File: src/verilog/rst_seq_pkg.sv
// Purpose: Shared constants and types for the reset source sequencer
// Assumes: core_clk runs at 10 MHz
// Notes:   Times are kept in their own unit; cycle counts derive from them
package rst_seq_pkg;

    // ************************************************************
    // Clock and minimum pulse times
    // ************************************************************
    localparam int CLK_PERIOD_NS     = 100;
    localparam int EXT_MIN_LOW_NS    = 500;
    localparam int BOD_MIN_LOW_NS    = 2000;
    // Least times round up to whole cycles
    localparam int EXT_MIN_LOW_CYC   = (EXT_MIN_LOW_NS + CLK_PERIOD_NS - 1) / CLK_PERIOD_NS;
    localparam int BOD_MIN_LOW_CYC   = (BOD_MIN_LOW_NS + CLK_PERIOD_NS - 1) / CLK_PERIOD_NS;

    // ************************************************************
    // Start-up delay
    // ************************************************************
    localparam int RT_SHORT_CYC      = 4096;
    localparam int RT_LONG_CYC       = 65536;
    localparam int CLK_PART_CYC      = 6;
    localparam int CNT_W             = 17;
    localparam int LONG_SEL_BIT      = 0;

    // ************************************************************
    // Fuses, vector and cause flags
    // ************************************************************
    localparam logic        FUSE_PROGRAMMED = 1'b0;
    localparam logic [11:0] RESET_VECTOR    = 12'h000;
    localparam int          CAUSE_W         = 4;
    localparam int          CAUSE_POR       = 0;
    localparam int          CAUSE_EXT       = 1;
    localparam int          CAUSE_WDT       = 2;
    localparam int          CAUSE_BOD       = 3;

    // Gray order along hold, real-time, clocks, run
    typedef enum logic [1:0] {
        ST_HOLD     = 2'b00,
        ST_REALTIME = 2'b01,
        ST_CLOCKS   = 2'b11,
        ST_RUN      = 2'b10
    } delay_state_t;

endpackage

File: src/verilog/delay_if.sv
// Purpose: Link between the reset combiner and the start-up delay timer
// Assumes: One clock domain
// Notes:   ctrl drives the requests, timer answers with done and stable
`timescale 1ns/10ps
`default_nettype none
interface delay_if;
    logic hold;     // Any reset cause active
    logic wake;     // Wake from power-down, one cycle
    logic long_sel; // Long real-time portion selected
    logic osc_tick; // One watchdog oscillator cycle
    logic done;     // Core may leave reset
    logic stable;   // Full start-up finished, clocks stable

    modport ctrl  (output hold, output wake, output long_sel, output osc_tick,
                   input done, input stable);
    modport timer (input hold, input wake, input long_sel, input osc_tick,
                   output done, output stable);
endinterface
`default_nettype wire

File: src/verilog/min_low_filter.sv
// Purpose: Qualifies an active level only after it lasts LEN cycles
// Assumes: Input synchronous to core_clk
// Notes:   Release is immediate; shorter pulses are dropped
`timescale 1ns/10ps
`default_nettype none
module min_low_filter #(
    parameter int LEN = 5
) (
    // Clock and reset
    input  wire logic core_clk,
    input  wire logic rst_n,
    // Level in and qualified level out
    input  wire logic active,
    output var  logic qualified
);
    import rst_seq_pkg::*;

    localparam int CW = $clog2(LEN + 1);
    localparam logic [CW-1:0] LEN_C = CW'(LEN);

    if (LEN < 1) begin : g_len_check
        $error("min_low_filter needs LEN of at least one");
    end

    typedef struct packed {
        logic [CW-1:0] cnt;
        logic          q;
    } filt_state_t;

    filt_state_t s_reg;
    filt_state_t s_next;

    // Count consecutive active cycles, saturating at LEN
    always_comb begin
        s_next = s_reg;
        if (!active) begin
            s_next.cnt = '0;
            s_next.q   = 1'b0;
        end else if (s_reg.cnt != LEN_C) begin
            s_next.cnt = s_reg.cnt + CW'(1);
            s_next.q   = (s_reg.cnt + CW'(1)) == LEN_C;
        end
    end

    always_ff @(posedge core_clk) begin
        if (!rst_n) begin
            s_reg <= '0;
        end else begin
            s_reg <= s_next;
        end
    end

    assign qualified = s_reg.q;
endmodule
`default_nettype wire

File: src/verilog/startup_delay_timer.sv
// Purpose: Start-up delay, real-time part on watchdog ticks then clock part
// Assumes: osc_tick is a one-cycle pulse per watchdog oscillator cycle
// Notes:   Any hold restarts the whole delay from zero
`timescale 1ns/10ps
`default_nettype none
module startup_delay_timer #(
    parameter int RT_LONG = rst_seq_pkg::RT_LONG_CYC
) (
    // Clock and reset
    input  wire logic core_clk,
    input  wire logic rst_n,
    // Link to the combiner
    delay_if.timer    dif
);
    import rst_seq_pkg::*;

    if (RT_LONG < 1 || RT_LONG > (1 << CNT_W) || RT_SHORT_CYC > (1 << CNT_W)) begin : g_chk
        $error("startup_delay_timer counts out of range");
    end

    typedef struct packed {
        delay_state_t     st;
        logic [CNT_W-1:0] cnt;
        logic             wake_mode;
        logic             done;
        logic             stable;
    } tmr_state_t;

    tmr_state_t s_reg;
    tmr_state_t s_next;
    logic [CNT_W-1:0] rt_last;

    // Last count of the real-time portion, by fuse selection
    assign rt_last = dif.long_sel ? CNT_W'(RT_LONG - 1) : CNT_W'(RT_SHORT_CYC - 1);

    always_comb begin
        s_next = s_reg;
        if (dif.hold) begin
            s_next.st        = ST_HOLD;
            s_next.cnt       = '0;
            s_next.wake_mode = 1'b0;
        end else begin
            unique case (s_reg.st)
                ST_HOLD: begin
                    s_next.st  = ST_REALTIME;
                    s_next.cnt = '0;
                end
                ST_REALTIME: begin
                    if (dif.osc_tick) begin
                        if (s_reg.cnt == rt_last) begin
                            s_next.st  = ST_CLOCKS;
                            s_next.cnt = '0;
                        end else begin
                            s_next.cnt = s_reg.cnt + CNT_W'(1);
                        end
                    end
                end
                ST_CLOCKS: begin
                    if (s_reg.cnt == CNT_W'(CLK_PART_CYC - 1)) begin
                        s_next.st        = ST_RUN;
                        s_next.cnt       = '0;
                        s_next.wake_mode = 1'b0;
                    end else begin
                        s_next.cnt = s_reg.cnt + CNT_W'(1);
                    end
                end
                ST_RUN: begin
                    if (dif.wake) begin
                        s_next.st        = ST_CLOCKS;
                        s_next.cnt       = '0;
                        s_next.wake_mode = 1'b1;
                    end
                end
            endcase
        end
        // Wake keeps the core out of reset; only stable drops
        s_next.done   = (s_next.st == ST_RUN) || s_next.wake_mode;
        s_next.stable = (s_next.st == ST_RUN);
    end

    always_ff @(posedge core_clk) begin
        if (!rst_n) begin
            s_reg <= '{st: ST_HOLD, cnt: '0, wake_mode: 1'b0, done: 1'b0, stable: 1'b0};
        end else begin
            s_reg <= s_next;
        end
    end

    assign dif.done   = s_reg.done;
    assign dif.stable = s_reg.stable;
endmodule
`default_nettype wire

File: src/verilog/reset_source_sequencer.sv
// Purpose: Gathers reset causes and sequences the core reset release
// Assumes: All inputs synchronous to core_clk; detectors flag low supply high
// Notes:   Fuses read 1 when unprogrammed; pin reset needs core_clk running
`timescale 1ns/10ps
`default_nettype none
module reset_source_sequencer #(
    parameter int RT_LONG = rst_seq_pkg::RT_LONG_CYC
) (
    // Clock and reset
    input  wire logic                        core_clk,
    input  wire logic                        rst_n,
    // Supply monitors
    input  wire logic                        por_low,
    input  wire logic                        brownout_low,
    // External reset pin, active low
    input  wire logic                        reset_pin_n,
    // Watchdog
    input  wire logic                        wdt_enable,
    input  wire logic                        wdt_timeout,
    input  wire logic                        wdt_osc_tick,
    // Fuses
    input  wire logic                        reset_pin_disable_fuse,
    input  wire logic                        brownout_enable_fuse,
    input  wire logic                        brownout_level_fuse,
    input  wire logic [3:0]                  clock_select_fuses,
    // Power management
    input  wire logic                        wake_from_powerdown,
    // Cause status
    input  wire logic                        cause_clear,
    output var  logic [rst_seq_pkg::CAUSE_W-1:0] reset_cause,
    // Core side
    output var  logic                        core_reset,
    output var  logic                        clocks_stable,
    output var  logic [11:0]                 reset_vector,
    output var  logic                        pin_gpio_mode,
    output var  logic                        brownout_level_high
);
    import rst_seq_pkg::*;

    if (RT_LONG < RT_SHORT_CYC || RT_LONG > (1 << CNT_W)) begin : g_param_check
        $error("RT_LONG outside the range the delay counter serves");
    end

    // ************************************************************
    // State
    // ************************************************************
    typedef struct packed {
        logic               wdt_req_d;
        logic               wdt_pulse;
        logic               core_reset;
        logic               stable;
        logic [CAUSE_W-1:0] cause;
        logic [11:0]        vector;
        logic               gpio_mode;
        logic               level_high;
    } seq_state_t;

    seq_state_t s_reg;
    seq_state_t s_next;

    logic ext_active;
    logic ext_q;
    logic bod_active;
    logic bod_q;
    logic wdt_req;
    logic hold;

    delay_if dif ();

    // ************************************************************
    // Source qualification
    // ************************************************************
    // Pin only counts as reset while the disable fuse is unprogrammed
    assign ext_active = (reset_pin_disable_fuse != FUSE_PROGRAMMED) && !reset_pin_n;

    // Brown-out detector only counts while its enable fuse is programmed
    assign bod_active = (brownout_enable_fuse == FUSE_PROGRAMMED) && brownout_low;

    assign wdt_req = wdt_enable && wdt_timeout;

    // Short pin glitches are dropped; a clocked filter cannot act without a clock
    min_low_filter #(
        .LEN       (EXT_MIN_LOW_CYC)
    ) u_ext_filter (
        .core_clk  (core_clk),
        .rst_n     (rst_n),
        .active    (ext_active),
        .qualified (ext_q)
    );

    // Supply dips shorter than the minimum period are not a brown-out
    min_low_filter #(
        .LEN       (BOD_MIN_LOW_CYC)
    ) u_bod_filter (
        .core_clk  (core_clk),
        .rst_n     (rst_n),
        .active    (bod_active),
        .qualified (bod_q)
    );

    // ************************************************************
    // Combined cause and start-up delay
    // ************************************************************
    // Power-on goes in unfiltered so a supply drop acts at once
    assign hold = por_low || ext_q || s_reg.wdt_pulse || bod_q;

    assign dif.hold     = hold;
    assign dif.wake     = wake_from_powerdown;
    assign dif.long_sel = clock_select_fuses[LONG_SEL_BIT];
    assign dif.osc_tick = wdt_osc_tick;

    startup_delay_timer #(
        .RT_LONG  (RT_LONG)
    ) u_timer (
        .core_clk (core_clk),
        .rst_n    (rst_n),
        .dif      (dif)
    );

    // ************************************************************
    // Next state
    // ************************************************************
    always_comb begin
        s_next = s_reg;
        // One-cycle watchdog pulse on each new time-out request
        s_next.wdt_req_d = wdt_req;
        s_next.wdt_pulse = wdt_req && !s_reg.wdt_req_d;
        // Release only after the delay, and only on a clock edge
        s_next.core_reset = hold || !dif.done;
        s_next.stable     = dif.stable && !hold;
        // Sticky causes; a new cause wins over a clear in the same cycle
        if (cause_clear) begin
            s_next.cause = '0;
        end
        s_next.cause[CAUSE_POR] = s_next.cause[CAUSE_POR] | por_low;
        s_next.cause[CAUSE_EXT] = s_next.cause[CAUSE_EXT] | ext_q;
        s_next.cause[CAUSE_WDT] = s_next.cause[CAUSE_WDT] | s_reg.wdt_pulse;
        s_next.cause[CAUSE_BOD] = s_next.cause[CAUSE_BOD] | bod_q;
        // Fetch restarts at the reset vector after every release
        s_next.vector     = RESET_VECTOR;
        s_next.gpio_mode  = (reset_pin_disable_fuse == FUSE_PROGRAMMED);
        // High level select steers the analog detector to the 4.0 V trip
        s_next.level_high = (brownout_level_fuse == FUSE_PROGRAMMED);
    end

    // ************************************************************
    // Registers
    // ************************************************************
    // Reset holds the core in reset and shows no causes
    always_ff @(posedge core_clk) begin
        if (!rst_n) begin
            s_reg <= '{wdt_req_d: 1'b0, wdt_pulse: 1'b0, core_reset: 1'b1, stable: 1'b0,
                       cause: '0, vector: RESET_VECTOR, gpio_mode: 1'b0, level_high: 1'b0};
        end else begin
            s_reg <= s_next;
        end
    end

    assign core_reset          = s_reg.core_reset;
    assign clocks_stable       = s_reg.stable;
    assign reset_cause         = s_reg.cause;
    assign reset_vector        = s_reg.vector;
    assign pin_gpio_mode       = s_reg.gpio_mode;
    assign brownout_level_high = s_reg.level_high;
endmodule
`default_nettype wire

File: config.mk
export PLATFORM = sky130hd
export DESIGN_NAME = reset_source_sequencer
export DESIGN_NICKNAME = d
export VERILOG_FILES = /design/src/verilog/rst_seq_pkg.sv /design/src/verilog/delay_if.sv /design/src/verilog/min_low_filter.sv /design/src/verilog/startup_delay_timer.sv /design/src/verilog/reset_source_sequencer.sv
export SDC_FILE = /design/constraint.sdc
export NUM_CORES = 1
export LEC_CHECK = 0
export BUFFER_PORTS_ARGS = -buffer_cell sky130_fd_sc_hd__buf_2
export CAP_MARGIN = 20
export CELL_PAD_IN_SITES_DETAIL_PLACEMENT = 1
export CELL_PAD_IN_SITES_GLOBAL_PLACEMENT = 1
export CORE_MARGIN = 5
export CORE_UTILIZATION = 39
export CTS_CLUSTER_DIAMETER = 200
export DETAILED_ROUTE_END_ITERATION = 16
export PLACE_DENSITY = 0.79
export SYNTH_ARGS = -nofsm -noshare
export SYNTH_HDL_FRONTEND = slang
export SYNTH_HIERARCHICAL = 1
export SYNTH_SLANG_ARGS = --single-unit
File: constraint.sdc
create_clock -name core_clk -period 1.7 [get_ports core_clk]
set_input_delay 0.085 -clock core_clk [delete_from_list [all_inputs] [get_ports core_clk]]
set_output_delay 0.085 -clock core_clk [all_outputs]
set_load 0.02 [all_outputs]
==> summary.md <==
| Metric | Value |
|---|---|
| Routed via count | `1739` |
| Setup Viol. Count Final | `14` |
| Number of detailed-routing iterations run before antenna repair | `4` |
| Placeable core area | `approximately 5500 µm²` |
| CTS tree | `yes` |
| Average wire per standard cell | `15.1 µm` |
| Distinct cells, synth | `a little over 50` |
| Detailed Place HPWL | `just under 4000 µm` |
| Relative area change from synthesis to final layout | `19.5%` |
| Utilization after layout | `0.485` |
| Most frequent cells in the layout | `dfxtp_1, buf_4, buf_2` |
| Share of synthesized area occupied by flip-flops and latches | `0.374` |
| Internal power | `1.52 mW` |
| Area share of fa/ha/maj cells after synthesis | `0.0445` |
| Number of port buffers | `21` |
| Number of endpoints with negative hold slack in the final report | `0` |
| Leading cell type in the layout, fill and taps excluded | `dfxtp_1` |
| Layout filler cell count | `669` |
| Vias in the first global route | `1854` |
| Run status | `complete, but fails checks` |
| Max-cap violations | `0` |
| Setup repair after global routing missed its margin | `true` |
| Beginning of the worst register-to-register path | `u_timer/s_reg[7]` |
| Crit path kind | `register to register` |
| Starting Density | `0.406` |
| Diodes inserted | `0` |
| Combinational family with the most area after synthesis | `simple AND/OR/NAND/NOR gates` |
| Startpoint kind of the worst setup timing path | `register` |
| First-pass GRT wire length | `a little under 9000 µm` |
| Number of remaining DRC errors | `0` |
| Combinational fraction of design power | `0.074` |
| Number of DRC markers in iteration 0 | `44` |
| Warnings, synthesis | `6` |
| Layout net count | `300` |
| Sequential share of power | `0.515` |
| Maximum number of pins on one net before global-route repair | `16` |
| Total wirelength of the detailed-routed design | `between 5000 and 6000 µm` |
| Final cycle utilization of the critical path | `1.03` |
| Min-Delay Path Depth | `2` |
| Source of the worst hold timing path | `wdt_timeout` |
| Clk network pwr share | `0.411` |
| Register bit count reported by yosys | `42` |
| Multiplexer area fraction after synthesis | `0.0184` |
| Routed Antenna Nets | `0` |
| Post-synth top flop | `dfxtp_1` |
| Number of top-level pins | `37` |
| GRT Residual Overflow | `0` |
| NetSw | `approximately 0.42 mW` |
| Number of standard cells after synthesis | `233` |
| TritonCTS buffer count | `5` |
| Area of placed instances | `2480 µm²` |
| Static leakage | `1.14 nW` |
| Final worst-path setup slack | `-54.8 ps` |
| Peak ir drop on the vdd network | `480 µV` |
| Failing checks | `setup timing` |
| Vias per cell | `5.01` |
| Pre-CTS setup slack | `-105 ps` |
| Placed Cells incl. Taps | `337` |
| Aggregate global-route resource usage | `0.149` |
| Switching power share of the total | `0.218` |
| Highest net fanout along the worst path | `14` |
| EDFF count, synth | `0` |
| Worst setup path start | `u_timer/s_reg[7]` |
| Number of slew-limit violations in the final report | `0` |
| Crit end category | `register` |
| Worst reg-to-reg path cell count | `7` |
| Share of cells above drive strength 1 | `0.327` |
| Synth Area in Compound Gates | `0.107` |
| Syn avg cell area | `9.65 µm²` |
| Width of the die | `85.9 µm` |
| Classification of the worst-slack hold path | `input port to register` |
| Maximum root-to-sink buffer count | `2` |
| Final Wtd Congestion | `around 0.84` |
| Number of flip-flops under the largest register name | `20` |
| Final Skew | `5.91 ps` |
| Clk sinks | `between 40 and 50` |
| Summed instance area of the synthesized netlist | `2250 µm²` |
| Initial antenna violation count | `0` |
| Xor and xnor fraction of the mapped netlist area | `0.0662` |
| Number of rows in the core area | `27` |
| CTS H-tree depth | `2` |
| Latest clock arrival within the worst-skew pair | `290 ps` |
| Share of synthesized flip-flops with an asynchronous set or reset | `0` |
| Share of synthesized cell area in and, or, nand and nor gates | `0.288` |
| Clock-pin slew on the worst setup and hold paths | `roughly 80 ps` |
| FMAX | `570 MHz` |
| Post-route non-filler standard cell count | `about 350` |
| Total power density per cell area | `724 nW/µm²` |
| Clock tree root driver cell | `clkbuf_8` |
| Worst path required time | `1890 ps` |
| Final Critical Period | `approximately 1800 ps` |
| Critical path data arrival time | `1950 ps` |
| Post-Layout Inst Area | `2690 µm²` |
| Worst hold slack | `44.7 ps` |
| Area enclosed by the die boundary | `7380 µm²` |
| Vert. Die Dim | `about 86 µm` |
-- worst max-delay path: stages, from the launching register on --
cell	delay [ps]
dfxtp_2	360
buf_4	150
and3_1	150
and3_1	210
a41oi_4	320
o21ai_4	100
buf_12	160
a211oi_1	200
-- logic make-up (layout without fill, tap and decap cells) --
kind of cell,after synthesis,after routing
AOI/OAI and AO/OA,31,31
xor gates and xnor gates,17,17
adders and majority gates,8,8
buffers and inverters,33,64
DFF,42,42
muxes,4,4
other,1,12
and+or+nand+nor,97,97
-- power groups by stage --
stage	combinational [mW]	sequential (mW)	clock (mW)
after global placement	0.131	1.03	0
after detailed placement	0.136	1.03	0
after floorplan	0.113	1.03	0
after global routing	0.157	1.00	0.859
final	0.144	1.00	0.799
after CTS	0.142	1.00	0.824
-- through the flow --
step	setup TNS [ps]	power, mW
after floorplan	0	1.14
after global placement	-2.24	1.16
after detailed placement	-1360	1.16
after CTS	-1130	1.97
after global routing	-1480	2.02
final	-241	1.94
-- final cells by class --
class                           count  area (µm²)  area share
Sequential cell                    42         851       0.317
Inverter                           10        37.5      0.0140
Clock inverter                      1        30.0      0.0112
Clock buffer                        6        82.6      0.0307
Timing Repair Buffer               47         318       0.118
Multi-Input combinational cell    169        1280       0.476
Tap cell                           72        90.1      0.0335
-- cell usage after synthesis, types with 2 or more instances --
library cell,count,area [µm²]
dfxtp_1,42,841
buf_4,16,120
nor2_1,15,56.3
and3_1,11,68.8
nand2_1,11,41.3
nor2b_1,11,68.8
inv_1,10,37.5
nor2_2,10,62.6
xor2_1,10,87.6
a21oi_1,9,45.0
nand3_1,9,45.0
ha_1,8,100
xnor2_1,7,61.3
nand4_1,6,37.5
buf_6,5,56.3
o21a_1,5,37.5
nor3_1,4,20.0
mux2i_1,3,30.0
nor4_4,3,63.8
a211oi_2,2,25.0
a31oi_1,2,12.5
and3b_1,2,17.5
nor3b_1,2,15.0
nor4_1,2,12.5
o21ai_0,2,10.0
-- routing by layer --
layer | global-route usage | routed length (µm) | up-vias
li1 | - | - | 864
met1 | 0.177 | 2350 | 850
met2 | 0.275 | 2750 | 20
met3 | 0.0202 | 79 | 5
met4 | 0.0432 | 57 | 0
met5 | 0 | 0 | -
-- path summary, 6_finish.rpt --
check | endpoint | slack, ps
max | u_timer/s_reg[14] | -50
min | s_reg[21] | 40
max reg2reg | u_timer/s_reg[14] | -50
min reg2reg | core_reset | 400
-- repair_timing --
action,CTS,global route
gates resized for setup,5,9
buffers inserted,0,1
hold buffers,2,0
pin swaps,0,2
endpoints found under the hold margin,2,0
setup endpoints to repair,16,17
Power figures use the tool's default switching activity.
